## config.mk

```make
export PLATFORM = sky130hd
export DESIGN_NAME = vdp_ctrl
export DESIGN_NICKNAME = d
export VERILOG_FILES = /design/src/rtl/vdp_pkg.sv /design/src/rtl/vdp_bytecnt.sv /design/src/rtl/vdp_wdog.sv /design/src/rtl/vdp_ctrl.sv
export SDC_FILE = /design/constraint.sdc
export NUM_CORES = 1
export LEC_CHECK = 0
export BUFFER_PORTS_ARGS = -buffer_cell sky130_fd_sc_hd__buf_2
export CORE_MARGIN = 5
export CORE_UTILIZATION = 35
export DETAILED_ROUTE_END_ITERATION = 8
export PLACE_DENSITY = 0.55
export SLEW_MARGIN = 5
export SYNTH_ARGS = -nofsm -noshare
export SYNTH_HDL_FRONTEND = slang
export SYNTH_SLANG_ARGS = --single-unit
export TNS_END_PERCENT = 10
```

## constraint.sdc

```tcl
create_clock -name mclk -period 3.7 [get_ports mclk]
set_clock_uncertainty 0.2 [all_clocks]
set_input_delay 0.185 -clock mclk [delete_from_list [all_inputs] [get_ports mclk]]
set_output_delay 0.185 -clock mclk [all_outputs]
set_load 0.02 [all_outputs]
```

## src/rtl/vdp_pkg.sv

```systemverilog
/*
 * Constants for the video decoder picture control block: register
 * byte addresses, field positions, reset values, standards and picture types.
 * Assumes a single 200 MHz clock and byte addresses on the register bus.
 */
package vdp_pkg;
    // ----------------------------------------------------------------
    // Register byte addresses
    // ----------------------------------------------------------------
    localparam int ADDR_W = 24;
    localparam logic [23:0] ADDR_STATUS = 24'h900004;
    localparam logic [23:0] ADDR_DEVCFG = 24'h900008;
    localparam logic [23:0] ADDR_CTRL0 = 24'h90000c;
    localparam logic [23:0] ADDR_CTRL1 = 24'h900010;
    localparam logic [23:0] ADDR_CTRL2 = 24'h900014;
    localparam logic [23:0] ADDR_CTRL3 = 24'h900018;
    localparam logic [23:0] ADDR_VECBASE = 24'h9000a8;
    localparam logic [31:0] RESET_VAL = 32'h0000_0000;
    // ----------------------------------------------------------------
    // Field positions
    // ----------------------------------------------------------------
    localparam int ST_RUN = 0;
    localparam int ST_BUF_EMPTY = 14;
    localparam int ST_WDOG = 18;
    localparam int CFG_BYTE_ORDER = 21;
    localparam int CFG_TO_IRQ_EN = 23;
    localparam int C0_STD_LSB = 28;
    localparam int C0_RLC = 27;
    localparam int C0_INTERLACE = 23;
    localparam int C0_STRUCT = 22;
    localparam int C0_BIDIR = 21;
    localparam int C0_TYPE = 20;
    localparam int C0_PARITY = 19;
    localparam int C0_FWD = 18;
    localparam int C0_REF_PARITY = 16;
    localparam int C0_OUT_OFF = 15;
    localparam int C0_DEBLOCK_OFF = 14;
    localparam int C0_FIXED_QP = 13;
    localparam int C0_VEC_EN = 12;
    localparam int C0_REF_FIRST = 11;
    localparam int C0_LOCK = 8;
    localparam int C1_WIDTH_LSB = 23;
    localparam int C1_WOFF_LSB = 19;
    localparam int C1_HEIGHT_LSB = 11;
    localparam int C1_HOFF_LSB = 7;
    localparam int C1_REFS_LSB = 0;
    localparam int C2_QTYPE = 24;
    localparam int C3_LEN_LSB = 0;
    localparam int LEN_W = 25;
    localparam logic [4:0] FULL_MB_PIXELS = 5'h10;
    localparam int TIMEOUT_CYCLES = 262143;

    typedef enum logic [2:0] {
        VDP_STD_H264 = 3'b000,
        VDP_STD_MPEG4 = 3'b001,
        VDP_STD_H263 = 3'b010,
        VDP_STD_JPEG = 3'b011,
        VDP_STD_VC1 = 3'b100,
        VDP_STD_MPEG2 = 3'b101,
        VDP_STD_MPEG1 = 3'b110,
        VDP_STD_RSVD = 3'b111
    } vdp_std_t;

    typedef enum logic [1:0] {
        VDP_PIC_I = 2'b00,
        VDP_PIC_P = 2'b01,
        VDP_PIC_BI = 2'b10,
        VDP_PIC_B = 2'b11
    } vdp_pic_t;
endpackage

```

## src/rtl/vdp_bytecnt.sv

```systemverilog
/*
 * Remaining stream byte counter of the current input buffer.
 * Assumes load and take come from logic on the same clock.
 */
module vdp_bytecnt
    import vdp_pkg::*;
#(
    parameter int W = LEN_W
)
(
    input wire logic mclk,
    input wire logic srst,
    input wire logic load,
    input wire logic [W-1:0] load_val,
    input wire logic take,
    output logic [W-1:0] remain,
    output logic empty
);
    typedef struct packed {
        logic [W-1:0] cnt;
    } vdp_bc_st_t;

    vdp_bc_st_t st_q;
    vdp_bc_st_t st_d;

    always_comb
    begin
        st_d = st_q;
        if (load)
        begin
            st_d.cnt = load_val;
        end
        else if (take && st_q.cnt != '0)
        begin
            st_d.cnt = st_q.cnt - W'(1);
        end
    end

    always_ff @(posedge mclk)
    begin
        if (srst)
        begin
            st_q <= '0;
        end
        else
        begin
            st_q <= st_d;
        end
    end

    assign remain = st_q.cnt;
    assign empty = (st_q.cnt == '0);
endmodule

```

## src/rtl/vdp_wdog.sv

```systemverilog
/*
 * Bus inactivity watchdog: pulses expire after LIMIT idle cycles.
 * Assumes activity and hold are synchronous to mclk.
 */
module vdp_wdog
#(
    parameter int LIMIT = 262143
)
(
    input wire logic mclk,
    input wire logic srst,
    input wire logic arm,
    input wire logic activity,
    input wire logic hold,
    output logic expire
);
    localparam int CW = $clog2(LIMIT + 1);
    localparam logic [CW-1:0] LAST = CW'(LIMIT - 1);

    typedef struct packed {
        logic [CW-1:0] cnt;
        logic fire;
    } vdp_wd_st_t;

    vdp_wd_st_t st_q;
    vdp_wd_st_t st_d;

    always_comb
    begin
        st_d = st_q;
        st_d.fire = 1'b0;
        // Any interrupt already pending clears the count to zero
        if (!arm || activity || hold)
        begin
            st_d.cnt = '0;
        end
        else if (st_q.cnt == LAST)
        begin
            st_d.fire = 1'b1;
            st_d.cnt = '0;
        end
        else
        begin
            st_d.cnt = st_q.cnt + CW'(1);
        end
    end

    always_ff @(posedge mclk)
    begin
        if (srst)
        begin
            st_q <= '0;
        end
        else
        begin
            st_q <= st_d;
        end
    end

    assign expire = st_q.fire;
endmodule

```

## src/rtl/vdp_ctrl.sv

```systemverilog
/*
 * Picture control register block of the video decoder: Avalon-MM slave,
 * run control, stream buffer accounting, watchdog and decoded settings.
 * Assumes the decoder core shares mclk and gives one-cycle event pulses.
 */
// The Avalon-MM register port was left to the implementer.
module vdp_ctrl
    import vdp_pkg::*;
#(
    parameter int TIMEOUT = TIMEOUT_CYCLES
)
(
    input wire logic mclk,
    input wire logic srst,
    input wire logic [vdp_pkg::ADDR_W-1:0] avs_address,
    input wire logic avs_read,
    input wire logic avs_write,
    input wire logic [31:0] avs_writedata,
    output logic [31:0] avs_readdata,
    output logic avs_waitrequest,
    input wire logic core_pic_done,
    input wire logic core_stream_error,
    input wire logic core_aso,
    input wire logic core_bus_error,
    input wire logic core_bus_active,
    input wire logic core_bus_req,
    input wire logic core_byte_take,
    input wire logic [31:0] core_stream_word,
    input wire logic core_stream_valid,
    output logic [31:0] stream_word,
    output logic stream_word_valid,
    output logic run_go_bit,
    output logic stream_stall,
    output logic buffer_irq,
    output logic timeout_irq,
    output logic bus_lock,
    output logic input_byte_order,
    output vdp_pkg::vdp_std_t codec_standard_select,
    output logic standard_valid,
    output logic runlength_input_enable,
    output logic current_coding_interlace,
    output logic frame_or_field_structure,
    output vdp_pkg::vdp_pic_t picture_kind,
    output logic current_parity,
    output logic forward_ref_coding,
    output logic backward_ref_coding,
    output logic reference_parity_select,
    output logic reference_parity_used,
    output logic output_write_off,
    output logic deblock_off,
    output logic fixed_qp_select,
    output logic motion_vector_store_enable,
    output logic [31:0] vector_store_base,
    output logic [8:0] width_in_macroblocks,
    output logic [7:0] height_in_macroblocks,
    output logic [4:0] last_col_pixels,
    output logic [4:0] last_row_pixels,
    output logic [4:0] reference_limit,
    output logic inverse_q_method,
    output logic [5:0] init_qp,
    output logic [24:0] buffer_remaining
);
    import vdp_pkg::*;

    // ----------------------------------------------------------------
    // State
    // ----------------------------------------------------------------
    typedef struct packed {
        logic [31:0] ctrl0;
        logic [31:0] ctrl1;
        logic [31:0] ctrl2;
        logic [31:0] ctrl3;
        logic [31:0] vecbase;
        logic run;
        logic buffer_empty_flag;
        logic watchdog_expired_flag;
        logic byte_order;
        logic timeout_irq_enable;
        logic ack;
        logic [31:0] rdata;
        logic [31:0] sword;
        logic svalid;
    } vdp_ctl_st_t;

    vdp_ctl_st_t st_q;
    vdp_ctl_st_t st_d;

    logic wr_en;
    logic run_start;
    logic load_len;
    logic buf_empty;
    logic wd_expire;
    logic stop_evt;

    function automatic logic [31:0] byte_swap(input logic [31:0] w);
        byte_swap = {w[7:0], w[15:8], w[23:16], w[31:24]};
    endfunction

    function automatic logic [4:0] last_pixels(input logic vc1, input logic [3:0] off);
        // Zero offset, or any other standard, means a full macroblock
        if (vc1 && off != 4'h0)
        begin
            last_pixels = {1'b0, off};
        end
        else
        begin
            last_pixels = FULL_MB_PIXELS;
        end
    endfunction

    // ----------------------------------------------------------------
    // Bus handshake
    // ----------------------------------------------------------------
    // One wait cycle: read data are captured, then presented with ack
    assign avs_waitrequest = (avs_read || avs_write) && !st_q.ack;
    assign wr_en = avs_write && st_q.ack;
    assign stop_evt = core_pic_done || core_stream_error || core_aso || core_bus_error;
    assign run_start = wr_en && avs_address == ADDR_STATUS && avs_writedata[ST_RUN] && !st_q.run;
    assign load_len = run_start || (wr_en && avs_address == ADDR_CTRL3);

    // ----------------------------------------------------------------
    // Next state
    // ----------------------------------------------------------------
    always_comb
    begin
        st_d = st_q;
        st_d.ack = (avs_read || avs_write) && !st_q.ack;
        if ((avs_read || avs_write) && !st_q.ack)
        begin
            st_d.rdata = '0;
            if (avs_address == ADDR_STATUS)
            begin
                st_d.rdata[ST_RUN] = st_q.run;
                st_d.rdata[ST_BUF_EMPTY] = st_q.buffer_empty_flag;
                st_d.rdata[ST_WDOG] = st_q.watchdog_expired_flag;
            end
            else if (avs_address == ADDR_DEVCFG)
            begin
                st_d.rdata[CFG_BYTE_ORDER] = st_q.byte_order;
                st_d.rdata[CFG_TO_IRQ_EN] = st_q.timeout_irq_enable;
            end
            else if (avs_address == ADDR_CTRL0)
            begin
                st_d.rdata = st_q.ctrl0;
            end
            else if (avs_address == ADDR_CTRL1)
            begin
                st_d.rdata = st_q.ctrl1;
            end
            else if (avs_address == ADDR_CTRL2)
            begin
                st_d.rdata = st_q.ctrl2;
            end
            else if (avs_address == ADDR_CTRL3)
            begin
                st_d.rdata = st_q.ctrl3;
            end
            else if (avs_address == ADDR_VECBASE)
            begin
                st_d.rdata = st_q.vecbase;
            end
        end

        // Hardware ends the picture; a start written in the same
        // cycle still takes effect below
        if (stop_evt)
        begin
            st_d.run = 1'b0;
        end

        if (wr_en)
        begin
            if (avs_address == ADDR_STATUS)
            begin
                st_d.run = avs_writedata[ST_RUN];
                if (!avs_writedata[ST_BUF_EMPTY])
                begin
                    st_d.buffer_empty_flag = 1'b0;
                end
                if (!avs_writedata[ST_WDOG])
                begin
                    st_d.watchdog_expired_flag = 1'b0;
                end
            end
            else if (avs_address == ADDR_DEVCFG)
            begin
                st_d.byte_order = avs_writedata[CFG_BYTE_ORDER];
                st_d.timeout_irq_enable = avs_writedata[CFG_TO_IRQ_EN];
            end
            else if (avs_address == ADDR_CTRL0)
            begin
                st_d.ctrl0 = avs_writedata;
            end
            else if (avs_address == ADDR_CTRL1)
            begin
                st_d.ctrl1 = avs_writedata;
            end
            else if (avs_address == ADDR_CTRL2)
            begin
                st_d.ctrl2 = avs_writedata;
            end
            else if (avs_address == ADDR_CTRL3)
            begin
                st_d.ctrl3 = avs_writedata;
            end
            else if (avs_address == ADDR_VECBASE)
            begin
                st_d.vecbase = avs_writedata;
            end
        end

        // Sticky flags: a hardware set wins over a software clear
        if (st_q.run && buf_empty && !core_pic_done && !load_len)
        begin
            st_d.buffer_empty_flag = 1'b1;
        end
        if (wd_expire && st_q.timeout_irq_enable)
        begin
            st_d.watchdog_expired_flag = 1'b1;
        end

        st_d.svalid = core_stream_valid;
        if (core_stream_valid)
        begin
            if (st_q.byte_order)
            begin
                st_d.sword = core_stream_word;
            end
            else
            begin
                st_d.sword = byte_swap(core_stream_word);
            end
        end
    end

    always_ff @(posedge mclk)
    begin
        if (srst)
        begin
            st_q <= '0;
        end
        else
        begin
            st_q <= st_d;
        end
    end

    // ----------------------------------------------------------------
    // Stream buffer and watchdog
    // ----------------------------------------------------------------
    vdp_bytecnt #(
        .W(LEN_W)
    ) u_bytecnt (
        .mclk(mclk),
        .srst(srst),
        .load(load_len),
        .load_val(avs_address == ADDR_CTRL3 ? avs_writedata[LEN_W-1:0]
            : st_q.ctrl3[LEN_W-1:0]),
        .take(core_byte_take && st_q.run),
        .remain(buffer_remaining),
        .empty(buf_empty)
    );

    vdp_wdog #(
        .LIMIT(TIMEOUT)
    ) u_wdog (
        .mclk(mclk),
        .srst(srst),
        .arm(st_q.run && st_q.timeout_irq_enable),
        .activity(core_bus_active),
        .hold(st_q.buffer_empty_flag || st_q.watchdog_expired_flag),
        .expire(wd_expire)
    );

    // ----------------------------------------------------------------
    // Outputs to the bus and the decoder core
    // ----------------------------------------------------------------
    assign avs_readdata = st_q.rdata;
    assign stream_word = st_q.sword;
    assign stream_word_valid = st_q.svalid;
    assign run_go_bit = st_q.run;
    // Core waits for a new buffer while the flag stands
    assign stream_stall = st_q.run && st_q.buffer_empty_flag;
    assign buffer_irq = st_q.buffer_empty_flag;
    assign timeout_irq = st_q.watchdog_expired_flag && st_q.timeout_irq_enable;
    assign bus_lock = st_q.ctrl0[C0_LOCK] && core_bus_req;
    assign input_byte_order = st_q.byte_order;
    assign codec_standard_select = vdp_std_t'(st_q.ctrl0[C0_STD_LSB +: 3]);
    // Top bit of the four-bit field is outside the seven codes
    assign standard_valid = !st_q.ctrl0[31]
        && st_q.ctrl0[C0_STD_LSB +: 3] != VDP_STD_RSVD;
    assign runlength_input_enable = st_q.ctrl0[C0_RLC];
    assign current_coding_interlace = st_q.ctrl0[C0_INTERLACE];
    assign frame_or_field_structure = st_q.ctrl0[C0_STRUCT];
    assign picture_kind = vdp_pic_t'({st_q.ctrl0[C0_BIDIR], st_q.ctrl0[C0_TYPE]});
    assign current_parity = st_q.ctrl0[C0_STRUCT] && st_q.ctrl0[C0_PARITY];
    assign forward_ref_coding = st_q.ctrl0[C0_FWD];
    assign backward_ref_coding = st_q.ctrl0[C0_INTERLACE];
    assign reference_parity_used = (st_q.ctrl1[C1_REFS_LSB +: 5] == 5'h00);
    assign reference_parity_select = reference_parity_used && st_q.ctrl0[C0_REF_PARITY];
    assign output_write_off = st_q.ctrl0[C0_OUT_OFF];
    assign deblock_off = st_q.ctrl0[C0_DEBLOCK_OFF];
    assign fixed_qp_select = st_q.ctrl0[C0_FIXED_QP];
    assign motion_vector_store_enable = st_q.ctrl0[C0_VEC_EN];
    assign vector_store_base = st_q.vecbase;
    assign width_in_macroblocks = st_q.ctrl1[C1_WIDTH_LSB +: 9];
    assign height_in_macroblocks = st_q.ctrl1[C1_HEIGHT_LSB +: 8];
    assign last_col_pixels = last_pixels(codec_standard_select == VDP_STD_VC1,
        st_q.ctrl1[C1_WOFF_LSB +: 4]);
    assign last_row_pixels = last_pixels(codec_standard_select == VDP_STD_VC1,
        st_q.ctrl1[C1_HOFF_LSB +: 4]);
    assign reference_limit = st_q.ctrl1[C1_REFS_LSB +: 5];
    assign inverse_q_method = st_q.ctrl2[C2_QTYPE];
    assign init_qp = st_q.ctrl3[30:25];
endmodule

```

**Word-level counts from Yosys, hierarchy flattened**

Index checks and enable logic that the tools add are counted.

- Bitwise gates (word level): 6
- Reductions and logical operators: 55
- Equality and inequality tests: 12
- Muxes and demuxes: 32
- $add $sub $neg: 2

Operators with widths:

| cell | count |
|---|---|
| 32-bit two-way mux | 6 |
| 24-bit == test, second input constant | 7 |
| 25-bit two-way mux | 3 |
| 13-bit two-way mux | 2 |
| 25-bit zero test | 1 |
| 25-bit nonzero test | 1 |
| 25-bit by 1-bit subtractor with 25-bit output, second input constant | 1 |
| 1-bit logical AND | 21 |
| 21-bit two-way mux | 1 |
| 18-bit by 1-bit adder with 18-bit output, second input constant | 1 |
| 18-bit == test, second input constant | 1 |
| 5-bit two-way mux | 3 |
| 1-bit two-way mux | 12 |
| 2-bit nonzero test | 5 |
| 3-bit AND reduction | 3 |
| 1-bit logical OR | 8 |
| 8-bit two-way mux | 1 |
| 8-bit AND reduction | 1 |
| 4-bit nonzero test | 2 |
| 7-bit AND reduction | 1 |
| 1-bit zero test | 6 |
| 3-bit two-way mux | 2 |
| 1-bit inverter | 6 |
| 6-bit AND reduction | 1 |
| 9 further kinds | 11 |

- Register bits after elaboration: 275
- Input port bits: 100
- Output and inout port bits: 186

**Depth between registers and ports, before layout**

- Depth in word-level cells: 9
- Mapped depth: 8
- Gate-level depth less buffers: 8

**Hierarchy**

Synthesis repeated with hierarchy kept, for this count alone.

- Cell total of the unflattened synthesis: 1611
- Area, all modules: 13339.0 um^2

Modules (own cells, without submodules):

| module | cells each | area an instance (um^2) | instances |
|---|---|---|---|
| vdp_ctrl | 1328 | 10978.0 | 1 |
| vdp_bytecnt | 191 | 1525.2 | 1 |
| vdp_wdog | 92 | 835.8 | 1 |

**Least setup slack after synthesis**

No wires, ideal clock.

- Kind: register to register
- Start: register u_bytecnt.st_q (netlist bit u_bytecnt.remain[0])
- End: register u_bytecnt.st_q (netlist bit u_bytecnt.remain[5])
- Buffers on the path: 0
- Arrival time: 2158 ps
- Slack: 1246 ps
- Data required time: 3405 ps
- Stages on the path, launching flop included: 9
- Setup time: 95 ps
- Cell sequence: dfxtp_1 inv_1 ha_1 or4b_1 nor3_2 nand3_1 and4b_1 xnor2_1 a221oi_1

- Longest elaborated chain between the ends: 3
- Elaborated cells on any way between the ends: 6

RTL lines:

| what | RTL line | text |
|---|---|---|
| from (decl) | vdp_bytecnt.sv:23 | `vdp_bc_st_t st_q;` |
| from (signal assigned) | vdp_bytecnt.sv:47 | `st_q <= st_d;` |
| 25-bit by 1-bit subtractor with 25-bit output / 25-bit nonzero test (equally long branches) | vdp_bytecnt.sv:35, vdp_bytecnt.sv:33 |  |
| 25-bit two-way mux / 1-bit logical AND (equally long branches) | vdp_bytecnt.sv:33 | `else if (take && st_q.cnt != '0)` |
| 25-bit two-way mux / 2-bit nonzero test (equally long branches) | n/a |  |

Parallel ways exist; a longest one is shown, timed or not. The select of a mux whose other input is x is not followed.
A chain may end at the register's enable or synchronous reset.

**Worst setup path after layout**

Same ends and word-level chain as after synthesis.

==> results.md <==
- Drt first pass iters: 5
- CP endpoint: u_bytecnt.remain[5]
- Worst Path Max Fanout: 7
- Global-route usage over all layers: between 20% and 30%
- Die Ht: 205 um
- Worst Setup Slack, final: roughly 910 ps
- WP data required: 3910 ps
- Die Footprint: approximately 42000 um2
- Pin count of the biggest net entering global routing: about 160
- Net Count, Synth: around 1.8k
- Routed WL: approximately 48000 um
- Clock root cell: clkbuf_16
- Peak Freq: 359 MHz
- Crit end category: register
- RR Endpoint: u_bytecnt.remain[5]
- CP startpoint: u_bytecnt.remain[0]
- CTS tree: built
- Initial core utilization: 35.5%
- Critical Path AT: ~3000 ps
- Nets: ~2k
- Post-synthesis cell area: 13400 um2
- RD Place Congestion: 0.855
- Num ports: 286
- GRT overflow: 0
- Final hold vios: 0
- R2R Path Start: u_bytecnt.remain[0]
- Number of hold buffers added after CTS: 85
- Synth cell types: between 50 and 60
- Yosys warns: 0
- # DRC: 0
- Status: complete, no violations
- TNS Setup: 0 ps
- H-tree depth: 2
- Top_reg_cell synth: dfxtp_1
- PortBufs: approximately 290
- Post-Place Setup Slack: slightly below 700 ps
- Startpoint Class: register
- Clock sinks: 275
- Slew Limit Fails: 0
- Core Region: between 30000 and 40000 um2
- Vias: 12.6k
- Wire per inst: just over 20 um
- Final Setup Violations: 0
- Worst-Skew Late Latency: about 500 ps
- DIE WIDTH: around 210 um
- Register-to-Register Path Depth: 8
- Fillers: 3804
- Final Critical Period: approximately 2800 ps
- Worst-Margin Slew: 1130 ps
- Slew HR: between 20% and 30%
- Starting DRC count in detailed routing: about 1.0k
- FFs w/ async S/R, synth: 0%
- Flop2flop setup slack: around 900 ps
- Unrepaired setup endpoints after global routing: no
- Flops & latches, synth: between 200 and 300
- Layout cell share with drive strength beyond 1: around 22%
- Syn Area/Cell: approximately 8.0 um2
- Initial antenna violation count: 3
- Worst Hold Class: input port to register
- First-pass GRT wire length: approximately 74000 um
- Layout area overhead: 22.2%
- Core Util, Final: 43.3%
- EDFF count, synth: 0
- VDD IR max: 0.314 mV
- Critical path type: register to register
- Leakage power: roughly 6.3 nW
- Max-Cap Viols: 0
- Tcrit/Tclk final: about 75%
- Pwr Density: around 420 nW/um2
- Total CTS buffers: 34
- Resize count post-CTS: 0
- Cell Rows: 71
- Post-synthesis sequential area ratio: around 40%
- Syn Inst Count: between 1.5k and 2k
- Setup Buffers After CTS: 0
- Routed Antenna Nets: 0
- Vias in the first global route: about 12k
- Hold slack final: about 34 ps
- Via-to-Cell Ratio: between 5 and 6
- Reg clk slew, reported paths: around 60 ps
- CTS Buffer Depth: 3
- Post-DP HPWL: roughly 33000 um
==> registers in the layout, indices dropped and copies added (netlist names), 2 cells and up <==
register and cells:
height_in_macroblocks 8, width_in_macroblocks 9, u_wdog.st_q 18, reference_limit 5
st_q 89, picture_kind 2, stream_word 32, init_qp 6
codec_standard_select 3, avs_readdata 32, u_bytecnt.remain 25, vector_store_base 32
==> cells in the final DEF (no fill, tap or decap), types with 8 or more instances in the layout <==
cell type,synthesis,layout
a211oi_1,52,52
a21o_1,28,28
a21oi_1,166,166
a221oi_1,37,37
and2_1,16,16
and3_1,10,10
buf_2,19,284
buf_4,134,35
clkbuf_1,80,12
clkbuf_16,0,35
dfxtp_1,275,274
dlygate4sd3_1,0,85
inv_1,9,9
mux2_2,30,30
mux2i_1,58,58
nand2_1,379,379
nand3_1,47,47
nand4_1,9,9
nor2_1,104,103
nor3_1,16,15
o21ai_0,17,17
o21ai_1,51,51
or3_1,8,8
xnor2_1,13,13
xor2_1,21,21
==> worst max-delay path, stage by stage, from the launching register on <==
cell and delay [ps]:
dfxtp_1 360, inv_1 130, ha_1 190, or4b_1 500, nor3_2 390, nand3_1 230, and4b_1 290, xnor2_1 120
a221oi_1 280
==> cell families after synthesis <==
group	Yosys count	share of synthesized area (%)
AND/OR/NAND/NOR	644	21.4
AO/OA/AOI/OAI	369	16.8
flip-flops	275	41.2
buffers and inverters	250	11.0
multiplexers	90	7.04
XOR/XNOR	34	2.23
adder cells (fa/ha/maj)	4	0.375
==> how the worst min path moves through the flow <==
stage,slack (ps),cells past startpoint,startpoint,to
after global placement,230,2,st_q[140],st_q[140]
after global routing,40,6,core_byte_take,u_bytecnt.remain[1]
after CTS,10,6,core_byte_take,u_bytecnt.remain[1]
after detailed placement,240,2,st_q[138],st_q[138]
final,30,6,core_byte_take,u_bytecnt.remain[1]
after floorplan,130,2,avs_writedata[23],backward_ref_coding
==> Yosys cell counts (6+ instances only) <==
master | count | area, um2
xnor2_1 | 13 | 114
and2_1 | 16 | 100
or3_1 | 8 | 50.1
a21oi_1 | 166 | 831
nand3_1 | 47 | 235
o21ai_0 | 17 | 85.1
mux2i_1 | 58 | 581
nand2_1 | 379 | 1420
dfxtp_1 | 275 | 5510
or4_1 | 6 | 45.0
a211oi_1 | 52 | 390
a21o_1 | 28 | 210
inv_1 | 9 | 33.8
clkbuf_1 | 80 | 300
and3_1 | 10 | 62.6
buf_2 | 19 | 95.1
and4b_1 | 6 | 60.1
xor2_1 | 21 | 184
mux2_2 | 30 | 338
buf_4 | 134 | 1010
buf_1 | 7 | 26.3
o21ai_1 | 51 | 255
nor3_1 | 16 | 80.1
nor4_1 | 7 | 43.8
nand4_1 | 9 | 56.3
a221oi_1 | 37 | 324
nor2_1 | 104 | 390
==> metal layers <==
metal / up-vias / track usage [%] / routed length (um)
li1: 6021 / - / -
met4: 2 / 7.11 / 1500
met5: - / 0 / 10
met3: 101 / 3.59 / 3330
met2: 502 / 36.1 / 22500
met1: 6018 / 30.2 / 21100
==> where the power goes <==
group / total (mW) / switching, mW / internal, mW
Sequential: 3.00 / 0.0137 / 2.99
Clock: 3.33 / 1.28 / 2.04
Combinational: 0.453 / 0.279 / 0.173
Total: 6.78 / 1.58 / 5.21
==> stage by stage <==
step	cell area, um2	instances	power [mW]
finish	16300	2405	6.78
global route	16300	2404	7.03
CTS	16300	2402	6.84
detailed placement	14400	2260	3.44
global placement	14400	2260	3.44
floorplan	13400	1666	3.29
==> area by class of cell <==
| cell class | instances | area (um2) | area share, % |
|---|---|---|---|
| multi-input combinational | 1141 | 6430 | 39.4 |
| sequential | 275 | 5510 | 33.7 |
| timing repair buffer | 408 | 2610 | 16.0 |
| clock buffer | 52 | 990 | 6.06 |
| tap | 511 | 639 | 3.92 |
| clock inverter | 5 | 104 | 0.636 |
| inverter | 10 | 37.5 | 0.230 |
| antenna | 3 | 7.51 | 0.0460 |
Note: power is estimated with default switching activity, not from simulation.
